==> src/tpi_pkg.sv <==
// tpi_pkg: register map, field positions and carrier types for the timer
// and pin interrupt logic; assumes a single 125 MHz clock domain.
package tpi_pkg;

  localparam int ADDR_W = 8;
  localparam int DATA_W = 8;

  // register offsets
  localparam logic [7:0] TIMER_FLAG_BITS_OFS   = 8'h38;
  localparam logic [7:0] TIMER_IRQ_ENABLES_OFS = 8'h39;
  localparam logic [7:0] EXT_CTRL_OFS          = 8'h3A;
  localparam logic [7:0] EXT_FLAG_OFS          = 8'h3B;
  localparam logic [7:0] IRQ_STATUS_OFS        = 8'h3C;
  localparam logic [7:0] IRQ_MASK_OFS          = 8'h3D;

  localparam logic [7:0] RESET_VALUE = 8'h00;

  // timer bit positions (flags and enables share the layout)
  localparam int CNT2_CMP_BIT  = 7;
  localparam int CNT2_OVF_BIT  = 6;
  localparam int CNT1_CAP_BIT  = 5;
  localparam int CNT1_CMPA_BIT = 4;
  localparam int CNT1_CMPB_BIT = 3;
  localparam int CNT1_OVF_BIT  = 2;
  localparam int CNT0_CMP_BIT  = 1;
  localparam int CNT0_OVF_BIT  = 0;

  // external control register fields
  localparam int PIN0_SENSE_LO_BIT = 0;
  localparam int PIN1_SENSE_LO_BIT = 2;
  localparam int PIN2_RISE_BIT     = 4;
  localparam int PIN0_EN_BIT       = 5;
  localparam int PIN1_EN_BIT       = 6;
  localparam int PIN2_EN_BIT       = 7;

  // external flag / irq status bit positions
  localparam int EXT0_BIT = 0;
  localparam int EXT1_BIT = 1;
  localparam int EXT2_BIT = 2;
  localparam int EXT_W    = 3;
  // irq status: bit 0 timer request, bit 1 external request
  localparam int ST_TIMER_BIT = 0;
  localparam int ST_EXT_BIT   = 1;
  localparam int ST_W         = 2;

  typedef enum logic [1:0] {
    SENSE_LOW   = 2'b00,
    SENSE_ANY   = 2'b01,
    SENSE_FALL  = 2'b10,
    SENSE_RISE  = 2'b11
  } tpi_sense_type;

  typedef struct packed {
    logic [ADDR_W-1:0] addr;
    logic [DATA_W-1:0] wdata;
    logic              wr;
    logic              rd;
  } tpi_bus_req_type;

  // per-counter events from the timer units
  typedef struct packed {
    logic [7:0]  cnt2_value;
    logic [7:0]  cnt2_compare_value;
    logic        cnt2_ovf;
    logic        cnt2_bottom_turn;
    logic [15:0] cnt1_value;
    logic [15:0] cnt1_compare_value_a;
    logic [15:0] cnt1_compare_value_b;
    logic        cnt1_ovf;
    logic        cnt1_bottom_turn;
    logic        cnt1_capture;
    logic [7:0]  cnt0_value;
    logic [7:0]  cnt0_compare_value;
    logic        cnt0_ovf;
    logic        cnt0_bottom_turn;
    logic [2:0]  pwm_mode;
    logic        cnt_tick;
  } tpi_timer_ev_type;

endpackage

==> src/tpi_pin_sense.sv <==
// tpi_pin_sense: one external pin trigger detector.
// assumes the pin level is already synchronous to core_clk_i.
module tpi_pin_sense (
  // clock and reset
  input  wire logic                 core_clk_i,
  input  wire logic                 rstn_i,
  // pin and mode
  input  wire logic                 pin_i,
  input  wire tpi_pkg::tpi_sense_type sense_i,
  // result
  output logic                      edge_o,
  output logic                      low_o
);

  logic prev;

  // sampled before edge detection, so pulses over one clock are caught
  always_ff @(posedge core_clk_i) begin
    if (!rstn_i) begin
      prev <= 1'b1;
    end else begin
      prev <= pin_i;
    end
  end

  always_comb begin
    unique case (sense_i)
      tpi_pkg::SENSE_LOW:  edge_o = 1'b0;
      tpi_pkg::SENSE_ANY:  edge_o = prev ^ pin_i;
      tpi_pkg::SENSE_FALL: edge_o = prev & ~pin_i;
      tpi_pkg::SENSE_RISE: edge_o = ~prev & pin_i;
    endcase
  end

  assign low_o = (sense_i == tpi_pkg::SENSE_LOW) & ~pin_i;

endmodule

==> src/tpi_irq_logic.sv <==
// tpi_irq_logic: flags, enables and request gating for three counters and
// three external interrupt pins. assumes the core pulses vector_ack_i for
// one cycle with the source index when it enters a handler.
//
// Chosen here: the plain strobed port.
module tpi_irq_logic (
  // clock and reset
  input  wire logic                     core_clk_i,
  input  wire logic                     rstn_i,
  // register port
  input  wire tpi_pkg::tpi_bus_req_type bus_i,
  output logic [7:0]                    rdata_o,
  // timer units
  input  wire tpi_pkg::tpi_timer_ev_type tmr_i,
  input  wire logic                     capture_input_pin_i,
  // external pins, read back from the pad (also when driven out)
  input  wire logic                     ext_irq_pin_0_i,
  input  wire logic                     ext_irq_pin_1_i,
  input  wire logic                     ext_irq_pin_2_i,
  // core
  input  wire logic                     global_irq_en_i,
  input  wire logic                     vector_ack_i,
  input  wire logic [3:0]               vector_src_i,
  output logic [7:0]                    timer_req_o,
  output logic [2:0]                    ext_req_o,
  output logic                          irq_o
);

  localparam logic [3:0] SRC_EXT0 = 4'h8;
  localparam logic [3:0] SRC_EXT1 = 4'h9;
  localparam logic [3:0] SRC_EXT2 = 4'hA;

  typedef enum logic [1:0] {
    CAP_IDLE = 2'b01,
    CAP_SEEN = 2'b10
  } tpi_cap_state_type;

  // registers
  logic [7:0]              timer_flag_bits;
  logic [7:0]              timer_irq_enables;
  logic [7:0]              ext_ctrl;
  logic [tpi_pkg::EXT_W-1:0] ext_flag;
  logic [tpi_pkg::ST_W-1:0]  irq_status;
  logic [tpi_pkg::ST_W-1:0]  irq_mask;
  // per-cycle set and clear terms, pin levels, enables and flag view
  logic [7:0]              timer_set;
  logic [7:0]              timer_clr;
  logic [tpi_pkg::EXT_W-1:0] ext_set;
  logic [tpi_pkg::EXT_W-1:0] ext_clr;
  logic [tpi_pkg::EXT_W-1:0] ext_level;
  logic [tpi_pkg::EXT_W-1:0] ext_en;
  logic [tpi_pkg::EXT_W-1:0] ext_flag_view;
  logic [tpi_pkg::ST_W-1:0]  st_set;
  logic [tpi_pkg::ST_W-1:0]  st_clr;
  // pin sense modes and results, edge history and capture state
  logic                    edge0;
  logic                    edge1;
  logic                    low0;
  logic                    low1;
  logic                    cap_prev;
  logic                    prev2;
  tpi_cap_state_type       cap_state;
  tpi_cap_state_type       next_cap_state;
  tpi_pkg::tpi_sense_type  sense0;
  tpi_pkg::tpi_sense_type  sense1;

  function automatic logic wr_hit(input logic [7:0] ofs);
    wr_hit = bus_i.wr && (bus_i.addr == ofs);
  endfunction

  function automatic logic ovf_event(input logic pwm, input logic ovf,
                                     input logic turn);
    ovf_event = pwm ? turn : ovf;
  endfunction

  // a match only counts on a timer tick, not on every clock it is held
  function automatic logic cmp_event(input logic        tick,
                                     input logic [15:0] value,
                                     input logic [15:0] compare);
    cmp_event = tick && (value == compare);
  endfunction

  // one edge detector shared by the capture pin and pin 2
  function automatic logic edge_event(input logic rise, input logic prev,
                                      input logic now);
    edge_event = rise ? (now & ~prev) : (prev & ~now);
  endfunction

  assign sense0 = tpi_pkg::tpi_sense_type'(
    ext_ctrl[tpi_pkg::PIN0_SENSE_LO_BIT +: 2]);
  assign sense1 = tpi_pkg::tpi_sense_type'(
    ext_ctrl[tpi_pkg::PIN1_SENSE_LO_BIT +: 2]);
  assign ext_en = {ext_ctrl[tpi_pkg::PIN2_EN_BIT],
                   ext_ctrl[tpi_pkg::PIN1_EN_BIT],
                   ext_ctrl[tpi_pkg::PIN0_EN_BIT]};

  // pad inputs are read back, so a driven pin still triggers
  tpi_pin_sense u_sense0 (
    .core_clk_i (core_clk_i),
    .rstn_i     (rstn_i),
    .pin_i      (ext_irq_pin_0_i),
    .sense_i    (sense0),
    .edge_o     (edge0),
    .low_o      (low0)
  );

  tpi_pin_sense u_sense1 (
    .core_clk_i (core_clk_i),
    .rstn_i     (rstn_i),
    .pin_i      (ext_irq_pin_1_i),
    .sense_i    (sense1),
    .edge_o     (edge1),
    .low_o      (low1)
  );

  // capture pin and pin 2 edge trackers; a rising capture pin edge triggers a capture
  always_ff @(posedge core_clk_i) begin
    if (!rstn_i) begin
      cap_prev <= 1'b0;
      // pin 2 idles high: a low start would fake a rising edge
      prev2    <= 1'b1;
    end else begin
      cap_prev <= capture_input_pin_i;
      prev2    <= ext_irq_pin_2_i;
    end
  end

  // the flag follows the pin edge by two cycles: see it, then latch it
  always_comb begin
    unique case (cap_state)
      CAP_IDLE: next_cap_state = edge_event(1'b1, cap_prev,
                  capture_input_pin_i) ? CAP_SEEN : CAP_IDLE;
      CAP_SEEN: next_cap_state = CAP_IDLE;
      default:  next_cap_state = CAP_IDLE;
    endcase
  end

  always_ff @(posedge core_clk_i) begin
    if (!rstn_i) begin
      cap_state <= CAP_IDLE;
    end else begin
      cap_state <= next_cap_state;
    end
  end

  always_comb begin
    timer_set = '0;
    timer_set[tpi_pkg::CNT2_CMP_BIT] = cmp_event(tmr_i.cnt_tick,
      16'(tmr_i.cnt2_value), 16'(tmr_i.cnt2_compare_value));
    timer_set[tpi_pkg::CNT2_OVF_BIT] = ovf_event(tmr_i.pwm_mode[2],
      tmr_i.cnt2_ovf, tmr_i.cnt2_bottom_turn);
    // the unit's capture strobe marks the copy into the capture register
    timer_set[tpi_pkg::CNT1_CAP_BIT] = tmr_i.cnt1_capture ||
      (cap_state == CAP_SEEN);
    timer_set[tpi_pkg::CNT1_CMPA_BIT] = cmp_event(tmr_i.cnt_tick,
      tmr_i.cnt1_value, tmr_i.cnt1_compare_value_a);
    timer_set[tpi_pkg::CNT1_CMPB_BIT] = cmp_event(tmr_i.cnt_tick,
      tmr_i.cnt1_value, tmr_i.cnt1_compare_value_b);
    timer_set[tpi_pkg::CNT1_OVF_BIT] = ovf_event(tmr_i.pwm_mode[1],
      tmr_i.cnt1_ovf, tmr_i.cnt1_bottom_turn);
    timer_set[tpi_pkg::CNT0_CMP_BIT] = cmp_event(tmr_i.cnt_tick,
      16'(tmr_i.cnt0_value), 16'(tmr_i.cnt0_compare_value));
    timer_set[tpi_pkg::CNT0_OVF_BIT] = ovf_event(tmr_i.pwm_mode[0],
      tmr_i.cnt0_ovf, tmr_i.cnt0_bottom_turn);
  end

  always_comb begin
    timer_clr = '0;
    if (wr_hit(tpi_pkg::TIMER_FLAG_BITS_OFS)) begin
      timer_clr = bus_i.wdata;
    end
    // pin sources sit above the timer indices and clear in the pin path
    if (vector_ack_i && vector_src_i < SRC_EXT0) begin
      timer_clr[vector_src_i[2:0]] = 1'b1;
    end
  end

  always_ff @(posedge core_clk_i) begin
    if (!rstn_i) begin
      timer_flag_bits <= tpi_pkg::RESET_VALUE;
    end else begin
      timer_flag_bits <= (timer_flag_bits & ~timer_clr) | timer_set;
    end
  end

  always_ff @(posedge core_clk_i) begin
    if (!rstn_i) begin
      timer_irq_enables <= tpi_pkg::RESET_VALUE;
    end else if (wr_hit(tpi_pkg::TIMER_IRQ_ENABLES_OFS)) begin
      timer_irq_enables <= bus_i.wdata;
    end
  end

  always_ff @(posedge core_clk_i) begin
    if (!rstn_i) begin
      ext_ctrl <= tpi_pkg::RESET_VALUE;
    end else if (wr_hit(tpi_pkg::EXT_CTRL_OFS)) begin
      ext_ctrl <= bus_i.wdata;
    end
  end

  // pin 2 has no level mode: its single bit picks rise or fall
  always_comb begin
    ext_set = '0;
    ext_set[tpi_pkg::EXT0_BIT] = edge0;
    ext_set[tpi_pkg::EXT1_BIT] = edge1;
    ext_set[tpi_pkg::EXT2_BIT] = edge_event(
      ext_ctrl[tpi_pkg::PIN2_RISE_BIT], prev2, ext_irq_pin_2_i);
    ext_clr = '0;
    if (wr_hit(tpi_pkg::EXT_FLAG_OFS)) begin
      ext_clr = bus_i.wdata[tpi_pkg::EXT_W-1:0];
    end
    if (vector_ack_i) begin
      if (vector_src_i == SRC_EXT0) ext_clr[tpi_pkg::EXT0_BIT] = 1'b1;
      if (vector_src_i == SRC_EXT1) ext_clr[tpi_pkg::EXT1_BIT] = 1'b1;
      if (vector_src_i == SRC_EXT2) ext_clr[tpi_pkg::EXT2_BIT] = 1'b1;
    end
  end

  always_ff @(posedge core_clk_i) begin
    if (!rstn_i) begin
      ext_flag <= '0;
    end else begin
      ext_flag <= (ext_flag & ~ext_clr) | ext_set;
    end
  end

  // level mode has no memory: the flag reads clear, the low pin requests
  assign ext_level = {1'b0, low1, low0};
  assign ext_flag_view = ext_flag &
    ~{1'b0, sense1 == tpi_pkg::SENSE_LOW, sense0 == tpi_pkg::SENSE_LOW};

  assign timer_req_o = timer_flag_bits & timer_irq_enables &
    {8{global_irq_en_i}};
  assign ext_req_o = (ext_flag_view | ext_level) & ext_en &
    {tpi_pkg::EXT_W{global_irq_en_i}};

  // summary status for the interrupt line, independent of the global bit
  assign st_set = {|(ext_flag_view | ext_level),
                   |(timer_flag_bits & timer_irq_enables)};

  // write-one clear of the summary bits; a cause that persists sets again
  always_comb begin
    st_clr = '0;
    if (wr_hit(tpi_pkg::IRQ_STATUS_OFS)) begin
      st_clr = bus_i.wdata[tpi_pkg::ST_W-1:0];
    end
  end

  always_ff @(posedge core_clk_i) begin
    if (!rstn_i) begin
      irq_status <= '0;
    end else begin
      irq_status <= (irq_status & ~st_clr) | st_set;
    end
  end

  always_ff @(posedge core_clk_i) begin
    if (!rstn_i) begin
      irq_mask <= '0;
    end else if (wr_hit(tpi_pkg::IRQ_MASK_OFS)) begin
      irq_mask <= bus_i.wdata[tpi_pkg::ST_W-1:0];
    end
  end

  assign irq_o = |(irq_status & irq_mask);

  always_ff @(posedge core_clk_i) begin
    if (!rstn_i) begin
      rdata_o <= '0;
    end else if (bus_i.rd) begin
      unique case (bus_i.addr)
        tpi_pkg::TIMER_FLAG_BITS_OFS:   rdata_o <= timer_flag_bits;
        tpi_pkg::TIMER_IRQ_ENABLES_OFS: rdata_o <= timer_irq_enables;
        tpi_pkg::EXT_CTRL_OFS:          rdata_o <= ext_ctrl;
        tpi_pkg::EXT_FLAG_OFS:  rdata_o <= {5'h00, ext_flag_view};
        tpi_pkg::IRQ_STATUS_OFS:        rdata_o <= {6'h00, irq_status};
        tpi_pkg::IRQ_MASK_OFS:          rdata_o <= {6'h00, irq_mask};
        default:                        rdata_o <= '0;
      endcase
    end else begin
      // data stand for one cycle only, then the port reads zero
      rdata_o <= '0;
    end
  end

endmodule

==> config.mk <==
export PLATFORM = sky130hd
export DESIGN_NAME = tpi_irq_logic
export DESIGN_NICKNAME = d
export VERILOG_FILES = /design/src/tpi_pkg.sv /design/src/tpi_pin_sense.sv /design/src/tpi_irq_logic.sv
export SDC_FILE = /design/constraint.sdc
export NUM_CORES = 1
export LEC_CHECK = 0
export CORE_ASPECT_RATIO = 1.5
export CORE_MARGIN = 2
export CORE_UTILIZATION = 45
export CTS_CLUSTER_SIZE = 16
export DETAILED_ROUTE_END_ITERATION = 8
export DONT_BUFFER_PORTS = 1
export PLACE_DENSITY = 0.56
export SYNTH_ARGS = -nofsm -noshare
export SYNTH_HDL_FRONTEND = slang
export SYNTH_HIERARCHICAL = 1
export SYNTH_SLANG_ARGS = --single-unit
==> constraint.sdc <==
create_clock -name core_clk_i -period 1.6 [get_ports core_clk_i]
set_clock_uncertainty 0.05 [all_clocks]
set_input_delay 0.32 -clock core_clk_i [delete_from_list [all_inputs] [get_ports core_clk_i]]
set_output_delay 0.32 -clock core_clk_i [all_outputs]
set_load 0.01 [all_outputs]
## After elaboration in Yosys (flattened, before gate mapping)

Index checks and enable logic that the tools add are counted.

- Order comparisons: 3
- Equal/unequal tests: 21
- Mux-type cells: 18
- Bitwise operators: 36
- Reductions and logical operators: 20

Operators by type and width:

| kind | count |
|---|---|
| $eq 8x6->1 const B | 6 |
| $pmux 8 s6 | 1 |
| $eq 16x16->1 | 2 |
| $and 8x8->8 | 3 |
| $eq 8x8->1 | 2 |
| $mux 8 | 2 |
| $or 8x8->8 | 2 |
| $and 3x3->3 | 4 |
| $eq 4x4->1 const B | 3 |
| $logic_and 1x1->1 | 12 |
| $eq 2x2->1 const B | 5 |
| $and 1x1->1 | 9 |
| $mux 1 | 8 |
| $not 8->8 | 1 |
| $pmux 1 s4 | 2 |
| $reduce_or 8->1 | 1 |
| $not 1->1 | 7 |
| $eq 2x1->1 const B | 3 |
| $mux 3 | 2 |
| $and 2x2->2 | 2 |
| $logic_not 2->1 | 2 |
| $lt 3x4->1 const B | 1 |
| $lt 4x4->1 const B | 1 |
| $mux 2 | 2 |
| 13 further kinds | 15 |

- Flip-flop bits (word level): 45
- Input port bits: 121

## Depth between registers and ports, before layout

- Depth in word-level cells: 9
- Depth in mapped cells: 6
- Mapped depth without buffers: 5

## Modules after synthesis

Netlist, hierarchy kept.

Modules (own cells, without submodules):

| module | instances | cells each | area an instance (um2) |
|---|---|---|---|
| tpi_irq_logic | 1 | 292 | 2563.7 |
| tpi_pin_sense | 2 | 10 | 87.6 |

## Worst setup path before layout

No wires, ideal clock.

- Path kind: input to register
- Start: input bus_i[17] (netlist name)
- End: register timer_flag_bits[5]
- Setup time: 0.120 ns
- Data arrival time: 1.243 ns
- Setup slack: 0.187 ns
- Stages: 5
- Buffers on the path: 1
- Cell sequence: and4b_2 -> and3_1 -> buf_4 -> a31oi_1 -> o31a_1

- Cells in the longest elaborated chain, start to end: 8

RTL lines:

| element | RTL line | RTL |
|---|---|---|
| from (decl) | tpi_irq_logic.sv:11 | `input wire tpi_pkg::tpi_bus_req_type bus_i,` |
| $eq 8x6->1 * | tpi_irq_logic.sv:68 | `wr_hit = bus_i.wr && (bus_i.addr == ofs);` |
| $logic_and 1x1->1 * | tpi_irq_logic.sv:68 |  |
| $mux 8 * | tpi_irq_logic.sv:169 | `if (wr_hit(tpi_pkg::TIMER_FLAG_BITS_OFS)) begin` |
| $or 8x8->8 (no source line) | n/a |  |
| $mux 8 * | tpi_irq_logic.sv:173 | `if (vector_ack_i && vector_src_i < SRC_EXT0) begin` |
| $not 8->8 * | tpi_irq_logic.sv:182 | `timer_flag_bits <= (timer_flag_bits & ~timer_clr) \| timer_set;` |
| $and 8x8->8 * | tpi_irq_logic.sv:182 |  |
| $or 8x8->8 * | tpi_irq_logic.sv:182 |  |
| to (signal assigned) | tpi_irq_logic.sv:180 | `timer_flag_bits <= tpi_pkg::RESET_VALUE;` |
| to (signal assigned) | tpi_irq_logic.sv:182 |  |
| to (decl) | tpi_irq_logic.sv:39 | `logic [7:0] timer_flag_bits;` |

Mark *: on every way between the ends. The rest lies on a longest branch, timed or not.
A chain may end at the register's enable or synchronous reset.

## Worst setup path in the final report

- Start: register ext_ctrl[1]
- End: output ext_req_o[0]

RTL lines:

| element | RTL line | RTL |
|---|---|---|
| from (decl) | tpi_irq_logic.sv:41 | `logic [7:0] ext_ctrl;` |
| from (signal assigned) | tpi_irq_logic.sv:196 | `ext_ctrl <= tpi_pkg::RESET_VALUE;` |
| from (signal assigned) | tpi_irq_logic.sv:198 | `ext_ctrl <= bus_i.wdata;` |
| $logic_not 2->1 | tpi_pin_sense.sv:35 | `assign low_o = (sense_i == tpi_pkg::SENSE_LOW) & ~pin_i;` |
| $and 1x1->1 | tpi_pin_sense.sv:35 |  |
| named net low0 | tpi_irq_logic.sv:58 | `logic low0;` |
| $or 3x2->3 | tpi_irq_logic.sv:235 | `assign ext_req_o = (ext_flag_view \| ext_level) & ext_en &` |
| $and 3x3->3 (2 in series) | tpi_irq_logic.sv:235 |  |
| to (decl) | tpi_irq_logic.sv:25 | `output logic [2:0] ext_req_o,` |

The timed path passes the listed nets, and every way through them passes these cells.

==> results.md <==
Timing:
- The number of failing hold endpoints at the final stage is 0.
- The final count of negative-setup-slack endpoints is 0.
- In the final timing run, aggregate negative setup slack is 0 ps.
- In the finished design, the share of the clock period the worst path needs comes to 96.1%.
- The worst-margin pin slew is 353 ps.
- For this run, the top clock speed supported by timing is 650 MHz.
- For the finished layout, the period the worst path requires is 1540 ps.
- The final-report max-slew violation count is 0.
- Setup repair after global routing left no endpoint under its margin.
- Headroom to the max-slew limit came out at 75.8%.

GRT:
- The wire length of the first global-routing pass is 11400 µm.
- The via count of the first global-routing pass is 2324.
- The total congestion overflow is 0.
- Global routing used 22.5% of the available tracks.
- The initial antenna violation count is 0.
- The maximum number of pins on one net before global-route repair is 49.

Synth:
- The total of flip-flops plus latches after synthesis is 45.
- The share of synthesized area occupied by flip-flops and latches is 32.9%.
- In this run, synthesis inferred 0 flip-flops with an integrated enable.
- For this run, the leading register cell type out of synthesis is sky130_fd_sc_hd__dfxtp_1.
- The netlist area before placement is 2740 µm².
- The Yosys step of the flow raised 6 warnings.
- The number of standard cells after synthesis is 312.
- The most common cell in the netlist is sky130_fd_sc_hd__dfxtp_1.
- Sorting the synthesized cells by how often they occur yields 45 x sky130_fd_sc_hd__dfxtp_1, 42 x sky130_fd_sc_hd__xnor2_1, 22 x sky130_fd_sc_hd__o21ai_0, 20 x sky130_fd_sc_hd__nand3_1.
- By area the synthesized netlist is led by sky130_fd_sc_hd__dfxtp_1 33%, sky130_fd_sc_hd__xnor2_1 13%, sky130_fd_sc_hd__mux2i_1 4.4%.
- The netlist uses 50 different library cells.
- The number of nets produced by synthesis is 437.
- The share of the synthesized area in the top cell type is 32.9%.
- The cell taking the most area after synthesis is sky130_fd_sc_hd__dfxtp_1.
- In this run the mean area of a mapped cell was 8.78 µm².
- The share of flip-flops with an asynchronous set or reset after synthesis is 0%.

Clocking:
- The CTS tree is done.
- Hold repair after CTS inserted 0 buffers.
- The clock net in this run drives a total of 45 sinks.
- The cell sitting at the root of the clock tree is a sky130_fd_sc_hd__clkbuf_8.
- The clock latency reported for the late side of the worst-skew pair is 300 ps.
- The clock-pin slew on the worst setup and hold paths is 90 ps.
- The clock buffer count from CTS is 5.
- The largest buffer count on any clock path is 2.
- The H-tree was split into 2 levels.

Drt:
- After detailed routing, the wire length on met1 is 2680 µm.
- For this run, the detailed router's first-pass iteration total came to 4.
- The routed layout has 2313 vias.
- In the routed design, unresolved DRC markers number 0.
- The detailed router finished its first iteration with 112 violations.
- The detail route stage leaves a number of antenna-violating nets equal to 0.
- In the final routed layout, each cell accounts on average for 19.0 µm.
- The routed design has 7280 µm of wire.
- The wire length on met3 is 521 µm.
- The uppermost layer routed is met4.
- Using the TritonRoute via totals, the vias-per-cell ratio works out to 6.04.
- The routed length on met2 is 3990 µm.

Floorplanning:
- The die extent in x is 67.7 µm.
- The initialized floorplan defines 34 standard-cell rows.
- 141 I/O pins were placed.
- The starting utilization of the core area is 47.0%.
- The area of the core is 5830 µm².
- The die height is 99.6 µm.
- The floorplan die area is 6740 µm².

Final layout:
- Excluding fillers, the count of instances in the completed layout stands at 383.
- The area of all placed cells without fillers is 2910 µm².
- The area growth from synthesis to layout is 6.35%.
- The layout has 583 filler cells.
- The final net count is 435.
- 0 antenna diodes ended up in the layout.
- The layout cell share with drive strength beyond 1 is 8.04%.

Worst setup path:
- For the worst setup path, the data arrival time is 1170 ps.
- The critical path goes through nor3_1 -> nand2b_1 -> and3_4.
- Tracing the worst setup path back leads to its startpoint at ext_ctrl[1].
- The type of the worst setup path is reg -> out.
- In this design, the stage delay of the slowest critical-path cell is 350 ps.
- The worst endpoint required time is 1230 ps.
- The largest driver fanout on the critical path is 6.
- The launch point of the worst reg-to-reg path is ext_ctrl[3].
- The slowest stage of the critical path is the sky130_fd_sc_hd__dfxtp_2 cell.
- The type of destination of the critical path is an output pin.
- STA classifies the critical path startpoint as a flip-flop.

Pwr:
- The power density over cell area is 715 nW/µm².
- IR analysis of the VDD net gives a maximum drop of 0.378 mV.
- For this design the static power due to leakage is 1.08 nW.
- The overall power after layout is 0.00208 W.

Status:
- The run finished with clean final reports.

Worst hold path:
- The class of the tightest hold or removal check is in -> reg.
- In this run the most critical hold path is launched from rstn_i.

Placement:
- The number of placed instances, taps included is 375.
- The placed instances occupy a cell area of 2820 µm².
- The number of port buffers is 0.
- At the end of routability-driven placement, the weighted congestion stood at 0.805.
- The placed wire-length estimate after detailed placement is 5920 µm.

Job:
- The tool flagged a number of max-cap violations equal to 0.
-- critical path, delay by kind of cell, from the launching register on --
family           cells  cell delay (ps)
AND/OR/NAND/NOR      3              530
flip-flops           1              350
-- what timing repair did --
action	CTS	global route
endpoints found under the setup margin	0	2
setup buffers	0	0
gates resized for setup	0	6
-- metal layers --
layer / vias to the layer above / GRT usage [%]
li1: 1133 / -
met1: 1067 / 25.3
met2: 107 / 41.0
met3: 6 / 4.64
met4: 0 / 6.91
met5: - / 0
-- per-stage QoR --
step / worst slack, ps / hold WS, ps / util (%)
floorplan: 187 / 339 / -
global placement: 145 / 343 / 48.3
detailed placement: 121 / 350 / 48.3
CTS: 3.70 / 34.7 / 49.7
global route: 8.57 / 25.4 / 50.0
finish: 61.6 / 43.5 / 50.0
-- path summary, 6_finish.rpt --
kind / endpoint / slack [ps] / cells past startpoint
setup / recovery: ext_req_o[0] / 60 / 3
hold / removal: u_sense1/prev / 40 / 1
setup reg to reg: irq_status[1] / 200 / 3
hold reg to reg: ext_ctrl[7] / 450 / 2
-- registers in the layout (all words and copies together) (netlist names) --
register and count:
rdata_o 8, prev2 1, timer_irq_enables 8, cap_prev 1
timer_flag_bits 8, cap_state 2, u_sense0/prev 1, irq_mask 2
irq_status 2, ext_flag 3, ext_ctrl 8, u_sense1/prev 1
-- area by class of cell --
cell class | instances | area, µm² | share of cell area, %
multi-input cells | 244 | 1740 | 59.8
flip-flops and latches | 45 | 905 | 31.1
well taps | 72 | 90.1 | 3.09
clock buffers | 6 | 72.6 | 2.49
repair buffers | 4 | 55.1 | 1.89
inverters | 10 | 37.5 | 1.29
clock inverters | 2 | 10.0 | 0.344
-- power breakdown --
group / internal (W) / switching (W) / total [W] / leakage, nW
combinational: 0.000148 / 0.0000914 / 0.000239 / 0.671
clock: 0.000303 / 0.000382 / 0.000685 / 0.0450
sequential: 0.00114 / 0.0000190 / 0.00116 / 0.367
-- logic make-up (layout without fill, tap and decap cells) --
logic type / after synthesis / count (layout) / share of synthesized area, %
AO/OA/AOI/OAI: 73 / 73 / 17.4
XOR/XNOR: 48 / 48 / 15.3
adder cells (fa/ha/maj): 4 / 4 / 1.83
buffers and inverters: 23 / 22 / 3.84
flip-flops: 45 / 45 / 32.9
multiplexers: 17 / 17 / 7.26
AND/OR/NAND/NOR: 102 / 102 / 21.4
-- cells in the final DEF, fill, tap and decap left out, types with 3 or more instances in the layout --
cell type | Yosys | final
sky130_fd_sc_hd__a31oi_1 | 13 | 13
sky130_fd_sc_hd__ha_1 | 4 | 4
sky130_fd_sc_hd__and3_1 | 13 | 12
sky130_fd_sc_hd__nor2b_1 | 5 | 5
sky130_fd_sc_hd__nor4_1 | 4 | 4
sky130_fd_sc_hd__nor2_1 | 12 | 12
sky130_fd_sc_hd__o21a_1 | 9 | 9
sky130_fd_sc_hd__clkbuf_8 | 0 | 5
sky130_fd_sc_hd__nand2b_1 | 7 | 7
sky130_fd_sc_hd__xor2_1 | 6 | 6
sky130_fd_sc_hd__mux2_2 | 3 | 3
sky130_fd_sc_hd__o211ai_1 | 3 | 3
sky130_fd_sc_hd__mux2i_1 | 12 | 12
sky130_fd_sc_hd__nand4_1 | 10 | 10
sky130_fd_sc_hd__dfxtp_1 | 45 | 42
sky130_fd_sc_hd__a41o_1 | 4 | 4
sky130_fd_sc_hd__nand2_1 | 13 | 13
sky130_fd_sc_hd__o21ai_0 | 22 | 22
sky130_fd_sc_hd__a21oi_1 | 9 | 9
sky130_fd_sc_hd__nand3_1 | 20 | 20
sky130_fd_sc_hd__inv_1 | 10 | 10
sky130_fd_sc_hd__xnor2_1 | 42 | 42
sky130_fd_sc_hd__dfxtp_2 | 0 | 3
(Power assumes the default switching activity.)
